## src/core/wdr_pkg.sv

```systemverilog
// Purpose: Shared constants and carriers for the watchdog refresh block
// Assumes: 24-bit down-counter, one system clock
// Notes: Roll-over value lives here; counter width is also written out as [23:0] in the other files
package wdr_pkg;
	localparam int CNT_W = 24;
	localparam logic [23:0] CNT_ZERO = 24'h000000;
	localparam logic [23:0] CNT_MAX = 24'hffffff;
	localparam logic [23:0] CNT_RST = 24'hffffff;

	// Time-out response option
	localparam logic RESP_INT = 1'b1;
	localparam logic RESP_RESET = 1'b0;

	typedef enum logic [1:0] {
		ST_OFF = 2'b00,
		ST_RUN = 2'b01
	} wdr_state_type;

	// Status flags seen by software
	typedef struct packed {
		logic timeoutFlag;
		logic stopFlag;
	} wdr_status_type;

	// Event outputs of one time-out
	typedef struct packed {
		logic irqPulse;
		logic resetReq;
		logic stopRecover;
	} wdr_event_type;
endpackage : wdr_pkg

```

## src/core/wdr_flags.sv

```systemverilog
// Purpose: Sticky time-out and stop flags
// Assumes: Set and clear from same clock domain
// Notes: A set in the clear cycle wins
`timescale 1ns/1ps
module wdr_flags (
	// Clock and reset
	input wire logic sys_clk,
	input wire logic rst,
	input wire logic clkEn,
	// Events
	input wire logic setTimeout,
	input wire logic setStop,
	input wire logic statusRead,
	// Flags
	output wdr_pkg::wdr_status_type status
);
	wdr_pkg::wdr_status_type status_reg;
	wdr_pkg::wdr_status_type status_next;

	always_comb begin
		status_next = status_reg;
		if (statusRead) begin
			status_next.timeoutFlag = 1'b0;
			status_next.stopFlag = 1'b0;
		end
		if (setTimeout) begin
			status_next.timeoutFlag = 1'b1;
		end
		if (setStop) begin
			status_next.stopFlag = 1'b1;
		end
	end

	always_ff @(posedge sys_clk) begin
		if (rst) begin
			status_reg <= '0;
		end else if (clkEn) begin
			status_reg <= status_next;
		end
	end

	assign status = status_reg;

	a_flag_sticky: assert property (
		@(posedge sys_clk) disable iff (rst)
		clkEn && status_reg.timeoutFlag && !statusRead
		|=> status_reg.timeoutFlag)
		else $error("timeout flag dropped without read");

	a_set_wins: assert property (
		@(posedge sys_clk) disable iff (rst)
		clkEn && setTimeout && statusRead |=> status_reg.timeoutFlag)
		else $error("timeout set lost against read");
endmodule : wdr_flags

```

## src/core/wdr_watchdog.sv

```systemverilog
// Purpose: Watchdog down-counter with refresh and time-out response
// Assumes: Control inputs come from logic on sys_clk
// Notes: Reset response leaves flags alone; reset logic acts on resetReq
// How it works
// - First enable loads counter from reload value.
// - Counter decrements toward zero unless refreshed.
// - Refresh reloads counter, then counting resumes from reload.
// - Debugger mode refreshes every cycle so no time-out occurs.
// - Zero means time-out; option bit picks interrupt or reset.
// - Interrupt mode time-out raises request and sets time-out flag.
// - After interrupt time-out counter wraps to all ones, keeps going.
// - Reset status read clears time-out flag.
// - Interrupt mode in stop mode starts stop recovery plus request.
// - Interrupt mode time-out in stop mode sets both time-out and stop flags; reset mode sets neither.
`timescale 1ns/1ps
module wdr_watchdog (
	// Clock and reset
	input wire logic sys_clk,
	input wire logic rst,
	input wire logic clkEn,
	// Control
	input wire logic enable,
	input wire logic refresh,
	input wire logic debugMode,
	input wire logic stopMode,
	input wire logic timeoutResponseOption,
	input wire logic [23:0] reloadValue,
	input wire logic statusRead,
	// Status and events
	output logic [23:0] count,
	output logic running,
	output wdr_pkg::wdr_status_type status,
	output wdr_pkg::wdr_event_type events
);
	wdr_pkg::wdr_state_type state_reg;
	logic [23:0] count_reg;
	wdr_pkg::wdr_event_type events_reg;
	logic timeout;
	logic intMode;

	////////////////////////////////////////////////////////////////////
	// Time-out detection; debugger refresh masks it
	assign intMode = (timeoutResponseOption == wdr_pkg::RESP_INT);
	assign timeout = (state_reg == wdr_pkg::ST_RUN) && enable
		&& !refresh && !debugMode
		&& (count_reg == wdr_pkg::CNT_ZERO);

	////////////////////////////////////////////////////////////////////
	// Enable state
	always_ff @(posedge sys_clk) begin
		if (rst) begin
			state_reg <= wdr_pkg::ST_OFF;
		end else if (clkEn) begin
			unique case (state_reg)
				wdr_pkg::ST_OFF: begin
					if (enable) begin
						state_reg <= wdr_pkg::ST_RUN;
					end
				end
				wdr_pkg::ST_RUN: begin
					if (!enable) begin
						state_reg <= wdr_pkg::ST_OFF;
					end
				end
				default: begin
					state_reg <= wdr_pkg::ST_OFF;
				end
			endcase
		end
	end

	////////////////////////////////////////////////////////////////////
	// Down-counter
	always_ff @(posedge sys_clk) begin
		if (rst) begin
			// After system reset the next enable reloads
			count_reg <= wdr_pkg::CNT_RST;
		end else if (clkEn) begin
			if (state_reg == wdr_pkg::ST_OFF) begin
				if (enable) begin
					count_reg <= reloadValue;
				end
			end else if (enable) begin
				if (refresh || debugMode) begin
					count_reg <= reloadValue;
				end else if (count_reg == wdr_pkg::CNT_ZERO) begin
					// Wrap instead of reload; software must refresh
					count_reg <= wdr_pkg::CNT_MAX;
				end else begin
					count_reg <= count_reg - 24'h000001;
				end
			end
		end
	end

	////////////////////////////////////////////////////////////////////
	// Time-out events, one cycle each
	always_ff @(posedge sys_clk) begin
		if (rst) begin
			events_reg <= '0;
		end else if (clkEn) begin
			events_reg.irqPulse <= timeout && intMode;
			events_reg.stopRecover <= timeout && intMode
				&& stopMode;
			events_reg.resetReq <= timeout && !intMode;
		end else begin
			// Frozen clock must not stretch a pulse
			events_reg <= '0;
		end
	end

	////////////////////////////////////////////////////////////////////
	// Sticky flags
	wdr_flags u_flags (
		.sys_clk(sys_clk),
		.rst(rst),
		.clkEn(clkEn),
		.setTimeout(timeout && intMode),
		.setStop(timeout && intMode && stopMode),
		.statusRead(statusRead),
		.status(status)
	);

	assign count = count_reg;
	assign running = (state_reg == wdr_pkg::ST_RUN);
	assign events = events_reg;

	////////////////////////////////////////////////////////////////////
	// Checks: loading and counting
	a_first_load: assert property (
		@(posedge sys_clk) disable iff (rst)
		clkEn && state_reg == wdr_pkg::ST_OFF && enable
		|=> count_reg == $past(reloadValue))
		else $error("first enable did not load reload value");
	a_run_entry: assert property (
		@(posedge sys_clk) disable iff (rst)
		clkEn && !running && enable
		|=> running)
		else $error("enable did not start the counter");
	a_off_hold: assert property (
		@(posedge sys_clk) disable iff (rst)
		clkEn && !running && !enable
		|=> !running && count_reg == $past(count_reg))
		else $error("idle counter moved");
	a_count_down: assert property (
		@(posedge sys_clk) disable iff (rst)
		clkEn && running && enable && !refresh && !debugMode
		&& count_reg != wdr_pkg::CNT_ZERO
		|=> count_reg == $past(count_reg) - 24'h000001)
		else $error("counter did not decrement");
	a_disabled_hold: assert property (
		@(posedge sys_clk) disable iff (rst)
		clkEn && running && !enable
		|=> !running && count_reg == $past(count_reg))
		else $error("disabled counter moved");
	a_frozen_count: assert property (
		@(posedge sys_clk) disable iff (rst)
		!clkEn
		|=> count_reg == $past(count_reg) && state_reg == $past(state_reg))
		else $error("frozen clock changed counter state");
	a_refresh_load: assert property (
		@(posedge sys_clk) disable iff (rst)
		clkEn && running && enable && refresh
		|=> count_reg == $past(reloadValue))
		else $error("refresh did not reload");
	a_debug_quiet: assert property (
		@(posedge sys_clk) disable iff (rst)
		debugMode
		|-> !timeout)
		else $error("time-out under debugger");
	a_debug_load: assert property (
		@(posedge sys_clk) disable iff (rst)
		clkEn && running && enable && debugMode
		|=> count_reg == $past(reloadValue))
		else $error("debugger mode did not reload");

	////////////////////////////////////////////////////////////////////
	// Checks: time-out and its response
	a_zero_timeout: assert property (
		@(posedge sys_clk) disable iff (rst)
		running && enable && !refresh && !debugMode
		&& count_reg == wdr_pkg::CNT_ZERO
		|-> timeout)
		else $error("zero count gave no time-out");
	a_timeout_zero: assert property (
		@(posedge sys_clk) disable iff (rst)
		timeout
		|-> count_reg == wdr_pkg::CNT_ZERO)
		else $error("time-out away from zero");
	a_timeout_run: assert property (
		@(posedge sys_clk) disable iff (rst)
		timeout
		|-> running && enable)
		else $error("time-out while stopped");
	a_one_response: assert property (
		@(posedge sys_clk) disable iff (rst)
		!(events_reg.irqPulse && events_reg.resetReq))
		else $error("both responses at once");
	a_int_pulse: assert property (
		@(posedge sys_clk) disable iff (rst)
		clkEn && timeout && intMode
		|=> events_reg.irqPulse && !events_reg.resetReq
		##1 !events_reg.irqPulse)
		else $error("interrupt not a single pulse");
	a_irq_cause: assert property (
		@(posedge sys_clk) disable iff (rst)
		events_reg.irqPulse
		|-> $past(timeout) && $past(intMode))
		else $error("interrupt without time-out");
	a_flag_set: assert property (
		@(posedge sys_clk) disable iff (rst)
		clkEn && timeout && intMode
		|=> status.timeoutFlag)
		else $error("time-out flag not set");
	a_wrap_max: assert property (
		@(posedge sys_clk) disable iff (rst)
		clkEn && timeout
		|=> count_reg == wdr_pkg::CNT_MAX)
		else $error("counter did not wrap to maximum");
	a_wrap_run: assert property (
		@(posedge sys_clk) disable iff (rst)
		clkEn && timeout
		|=> running)
		else $error("counter stopped after time-out");
	a_max_count: assert property (
		@(posedge sys_clk) disable iff (rst)
		clkEn && running && enable && !refresh && !debugMode
		&& count_reg == wdr_pkg::CNT_MAX
		|=> count_reg == wdr_pkg::CNT_MAX - 24'h000001)
		else $error("counter did not go on from maximum");
	a_stop_recover: assert property (
		@(posedge sys_clk) disable iff (rst)
		clkEn && timeout && intMode && stopMode
		|=> events_reg.stopRecover && events_reg.irqPulse)
		else $error("stop time-out gave no recovery");
	a_stop_cause: assert property (
		@(posedge sys_clk) disable iff (rst)
		events_reg.stopRecover
		|-> events_reg.irqPulse)
		else $error("recovery without interrupt");
	a_no_stop: assert property (
		@(posedge sys_clk) disable iff (rst)
		clkEn && timeout && !stopMode
		|=> !events_reg.stopRecover)
		else $error("recovery outside stop mode");
	a_stop_both: assert property (
		@(posedge sys_clk) disable iff (rst)
		clkEn && timeout && intMode && stopMode
		|=> events_reg.stopRecover && status.stopFlag
		&& status.timeoutFlag)
		else $error("stop time-out flags or recovery missing");
	a_reset_req: assert property (
		@(posedge sys_clk) disable iff (rst)
		clkEn && timeout && !intMode
		|=> events_reg.resetReq && !events_reg.irqPulse)
		else $error("reset mode time-out gave no reset request");
	a_reset_cause: assert property (
		@(posedge sys_clk) disable iff (rst)
		events_reg.resetReq
		|-> $past(timeout) && !$past(intMode))
		else $error("reset request without time-out");
	a_reset_noflag: assert property (
		@(posedge sys_clk) disable iff (rst)
		clkEn && timeout && !intMode && !status.timeoutFlag
		|=> !status.timeoutFlag)
		else $error("reset mode set the time-out flag");
	a_reset_pulse: assert property (
		@(posedge sys_clk) disable iff (rst)
		events_reg.resetReq
		|=> !events_reg.resetReq)
		else $error("reset request longer than one cycle");
	a_reset_clear: assert property (
		@(posedge sys_clk)
		rst
		|=> !running && count_reg == wdr_pkg::CNT_RST && events_reg == '0)
		else $error("reset left counter or events set");

	////////////////////////////////////////////////////////////////////
	// Checks: flags and pulse widths
	a_read_clear: assert property (
		@(posedge sys_clk) disable iff (rst)
		clkEn && statusRead && !timeout
		|=> !status.timeoutFlag)
		else $error("status read did not clear flag");
	a_stop_clear: assert property (
		@(posedge sys_clk) disable iff (rst)
		clkEn && statusRead && !(timeout && intMode && stopMode)
		|=> !status.stopFlag)
		else $error("status read did not clear stop flag");
	a_irq_gap: assert property (
		@(posedge sys_clk) disable iff (rst)
		events_reg.irqPulse
		|=> !events_reg.irqPulse)
		else $error("interrupt longer than one cycle");
	a_stop_pulse: assert property (
		@(posedge sys_clk) disable iff (rst)
		events_reg.stopRecover
		|=> !events_reg.stopRecover)
		else $error("recovery longer than one cycle");
	a_stopflag_sticky: assert property (
		@(posedge sys_clk) disable iff (rst)
		clkEn && status.stopFlag && !statusRead
		|=> status.stopFlag)
		else $error("stop flag dropped without read");
	a_frozen_events: assert property (
		@(posedge sys_clk) disable iff (rst)
		!clkEn
		|=> events_reg == '0)
		else $error("event stretched by frozen clock");
	a_flags_reset: assert property (
		@(posedge sys_clk)
		rst
		|=> status == '0)
		else $error("reset left a flag set");
endmodule : wdr_watchdog

```

## config.mk

```make
export PLATFORM = sky130hd
export DESIGN_NAME = wdr_watchdog
export DESIGN_NICKNAME = d
export VERILOG_FILES = /design/src/core/wdr_pkg.sv /design/src/core/wdr_flags.sv /design/src/core/wdr_watchdog.sv
export SDC_FILE = /design/constraint.sdc
export NUM_CORES = 1
export LEC_CHECK = 0
export ABC_AREA = 1
export BUFFER_PORTS_ARGS = -buffer_cell sky130_fd_sc_hd__buf_2
export CORE_MARGIN = 2
export CORE_UTILIZATION = 35
export CTS_BUF_LIST = sky130_fd_sc_hd__clkbuf_8
export CTS_CLUSTER_SIZE = 40
export DETAILED_ROUTE_END_ITERATION = 10
export SETUP_SLACK_MARGIN = 0.5
export SYNTH_ARGS = -nofsm -noshare
export SYNTH_HDL_FRONTEND = slang
export SYNTH_SLANG_ARGS = --single-unit
```

## constraint.sdc

```tcl
create_clock -name sys_clk -period 1.95 [get_ports sys_clk]
set_clock_uncertainty 0.1 [all_clocks]
set_input_delay 0.2925 -clock sys_clk [delete_from_list [all_inputs] [get_ports sys_clk]]
set_output_delay 0.2925 -clock sys_clk [all_outputs]
set_load 0.02 [all_outputs]
```

==> results.py <==
metrics = {
    "worst_setup_path": {
        "path_max_fanout": 6,
        "arrival_ns": 1.58,
        "end_kind": "flop",
        "critPathKind": "flop to flop",
        "required_ns": 2.07,
        "start_kind": "flop",
    },
    "sta": {
        "slew_violations": 0,
        "tns_ns": 0,
        "min_period_ns": 1.46,
        "finalCritPeriodShare": 0.749,
        "tightest_slew_ns": 0.377,
        "finalSetupViolations": 0,
        "hold_viol_final": 0,
        "fmax_mhz": 684,
        "rsz0062_at_grt": "yes",
        "relSlewSlack": 0.748,
        "whs_ns": 0.0844,
    },
    "routing": {
        "drc": 0,
        "drt-pass1-iter-count": 5,
        "wirelength_um": 6390,
        "ant_nets": 0,
        "vias": 2392,
        "drtIter0Drc": 128,
        "wire_per_inst_um": 13.1,
        "routed_via_density": 4.91,
    },
    "logic_synthesis": {
        "synth.distinct_cells": 25,
        "ys_ff_latch": 30,
        "syn-instance-count": 332,
        "synth-seq-area-share": 0.293,
        "synth_nets": 368,
        "yosys_warnings": 0,
        "syn-cell-area_mm2": 0.00205,
        "postSynthAreaPerCell_um2": 6.17,
    },
    "cts": {
        "clk_path_buf_depth": 2,
        "cts_sinks": 30,
        "cts.clk_slew.worst_paths_ns": 0.07,
        "postCtsHoldBufs": 0,
        "clk_latency_ns": 0.29,
        "cts-root-buf": "clkbuf_8",
        "cts_tree": "done",
        "numCtsBuffers": 5,
        "htreeDepth": 2,
    },
    "power": {
        "internal-power_w": 0.00105,
        "leakage_nw": 1.25,
        "p_sw_frac": 0.325,
        "p_comb_frac": 0.204,
        "p_seq_frac": 0.459,
        "clkPwrFrac": 0.338,
        "power_density_mw_per_mm2": 511,
        "power.switching_w": 0.000508,
        "vdd_drop_max_uv": 252,
    },
    "hold_path": {
        "hold_class": "primary input to flop",
    },
    "layout": {
        "num-fill-cells": 544,
        "fin_cells": 487,
        "final_nets": 450,
        "utilization": 0.549,
        "largest_reg_flops": 24,
        "diodes": 0,
        "area_growth_syn_to_layout_pct": 49.3,
        "drive_gt1_frac": 0.465,
    },
    "grt": {
        "gr-total-overflow": 0,
        "met3_usage": 0.0371,
        "grt_pass1_wl_um": 10000,
        "grt_busiest_layer": "met2",
        "met2_usage": 0.329,
        "grt_pass1_vias": 2181,
        "antenna_found_initial": 0,
        "met1_usage": 0.258,
        "track_usage": 0.198,
        "grt_max_degree": 19,
    },
    "floorplanning": {
        "initial_core_util": 0.367,
        "fp-row-count": 27,
        "core-area_mm2": 0.00557,
        "fp.dieW_um": 80.5,
        "fp.dieArea_mm2": 0.00648,
        "die_h_um": 80.5,
        "io_pins": 63,
    },
    "placed_design": {
        "placedCellCount": 460,
        "dp.final_hpwl_um": 4370,
        "port_buffers": 62,
        "place_congestion": 0.871,
    },
    "run": {
        "maxCapViolations": 0,
    },
    "status": {
        "status": "completed",
    },
}
-- critical path, stage by stage (launching register included) --
cell and delay [ns]:
dfxtp_4 0.37, nor2_4 0.15, nand2_2 0.09, nor2_4 0.20, buf_4 0.16, xor2_1 0.15, nor2_1 0.07, o21ai_2 0.09
-- path summary, 6_finish.rpt --
kind	from	to	slack [ns]	cells past startpoint
setup / recovery	count[4]$_SDFFE_PP1P_	count[7]$_SDFFE_PP1P_	0.49	7
setup reg to reg	count[4]$_SDFFE_PP1P_	count[7]$_SDFFE_PP1P_	0.49	7
hold / removal	timeoutResponseOption	events[1]$_SDFF_PP0_	0.08	2
hold reg to reg	u_flags.status[1]$_SDFFE_PP0P_	u_flags.status[1]$_SDFFE_PP0P_	0.38	2
-- final cells by class --
type / instances / area, µm² / area share
Sequential cell: 30 / 672 / 0.220
Multi-Input combinational cell: 264 / 1620 / 0.529
Timing Repair Buffer: 82 / 460 / 0.151
Tap cell: 72 / 90.1 / 0.0295
Inverter: 31 / 126 / 0.0413
Clock buffer: 6 / 82.6 / 0.0270
Clock inverter: 2 / 8.76 / 0.00286
-- synthesized netlist by cell type, drive strengths merged --
cell / instances / area share
a21oi: 25 / 0.061
buf: 2 / 0.0098
clkbuf: 8 / 0.015
dfxtp: 30 / 0.29
ha: 3 / 0.018
inv: 31 / 0.057
nand2: 75 / 0.15
nand3: 22 / 0.059
nand3b: 6 / 0.022
nand4: 6 / 0.018
nor2: 79 / 0.17
nor3: 1 / 0.0024
o21ai: 36 / 0.099
or2: 1 / 0.0031
xnor2: 2 / 0.0086
xor2: 5 / 0.021
-- per-layer routing --
metal | share of wire | routed length, µm
met1 | 0.46 | 2950
met2 | 0.47 | 2990
met3 | 0.055 | 351
met4 | 0.017 | 109
met5 | 0 | 0
-- timing repair --
item | CTS | global route
resized for setup | 35 | 75
setup buffers | 5 | 11
gates cloned | 2 | 1
endpoints found under the setup margin | 29 | 29
pin swaps | 8 | 34
-- cells by family (layout without fill, tap and decap cells) --
logic type               after synthesis  in the layout  synth area share
buffers and inverters                 41            121            0.0812
flip-flops                            30             30             0.293
AO/OA/AOI/OAI                         61             61             0.160
AND/OR/NAND/NOR                      190            193             0.417
XOR/XNOR                               7              7            0.0299
adder cells (fa/ha/maj)                3              3            0.0183
-- through the flow --
step	power, W	instance area [µm²]	setup WS [ns]
floorplan	0.000888	2090	0.502
global placement	0.000992	2470	0.370
detailed placement	0.000995	2470	0.363
CTS	0.00155	2720	0.468
global route	0.00165	3060	0.414
finish	0.00156	3060	0.489
-- power by group through the flow --
stage	Sequential, W	Clock (W)	Combinational [W]
after floorplan	0.000752	0	0.000136
after global placement	0.000718	0	0.000274
final	0.000717	0.000527	0.000318
after global routing	0.000723	0.000573	0.000354
after CTS	0.000707	0.000546	0.000297
after detailed placement	0.000719	0	0.000276
-- layout by cell type, fill, tap and decap left out, types with 4 or more instances in the layout --
cell type  synthesis  layout
a21oi_1           25      25
buf_2              1      62
buf_4              0      20
clkbuf_8           0       6
dfxtp_1           30       7
dfxtp_2            0       6
dfxtp_4            0      17
inv_1             28      23
inv_2              3       7
nand2_1           70      57
nand2_2            4      16
nand2_4            1       4
nand3_1           20      17
nand3_4            0       4
nand3b_1           6       6
nand4_1            6       6
nor2_1            65      42
nor2_2            12      10
nor2_4             2      27
o21ai_0           23      17
o21ai_1            7      12
o21ai_2            6       7
xor2_1             5       5
Note: power is estimated with default switching activity, not from simulation.
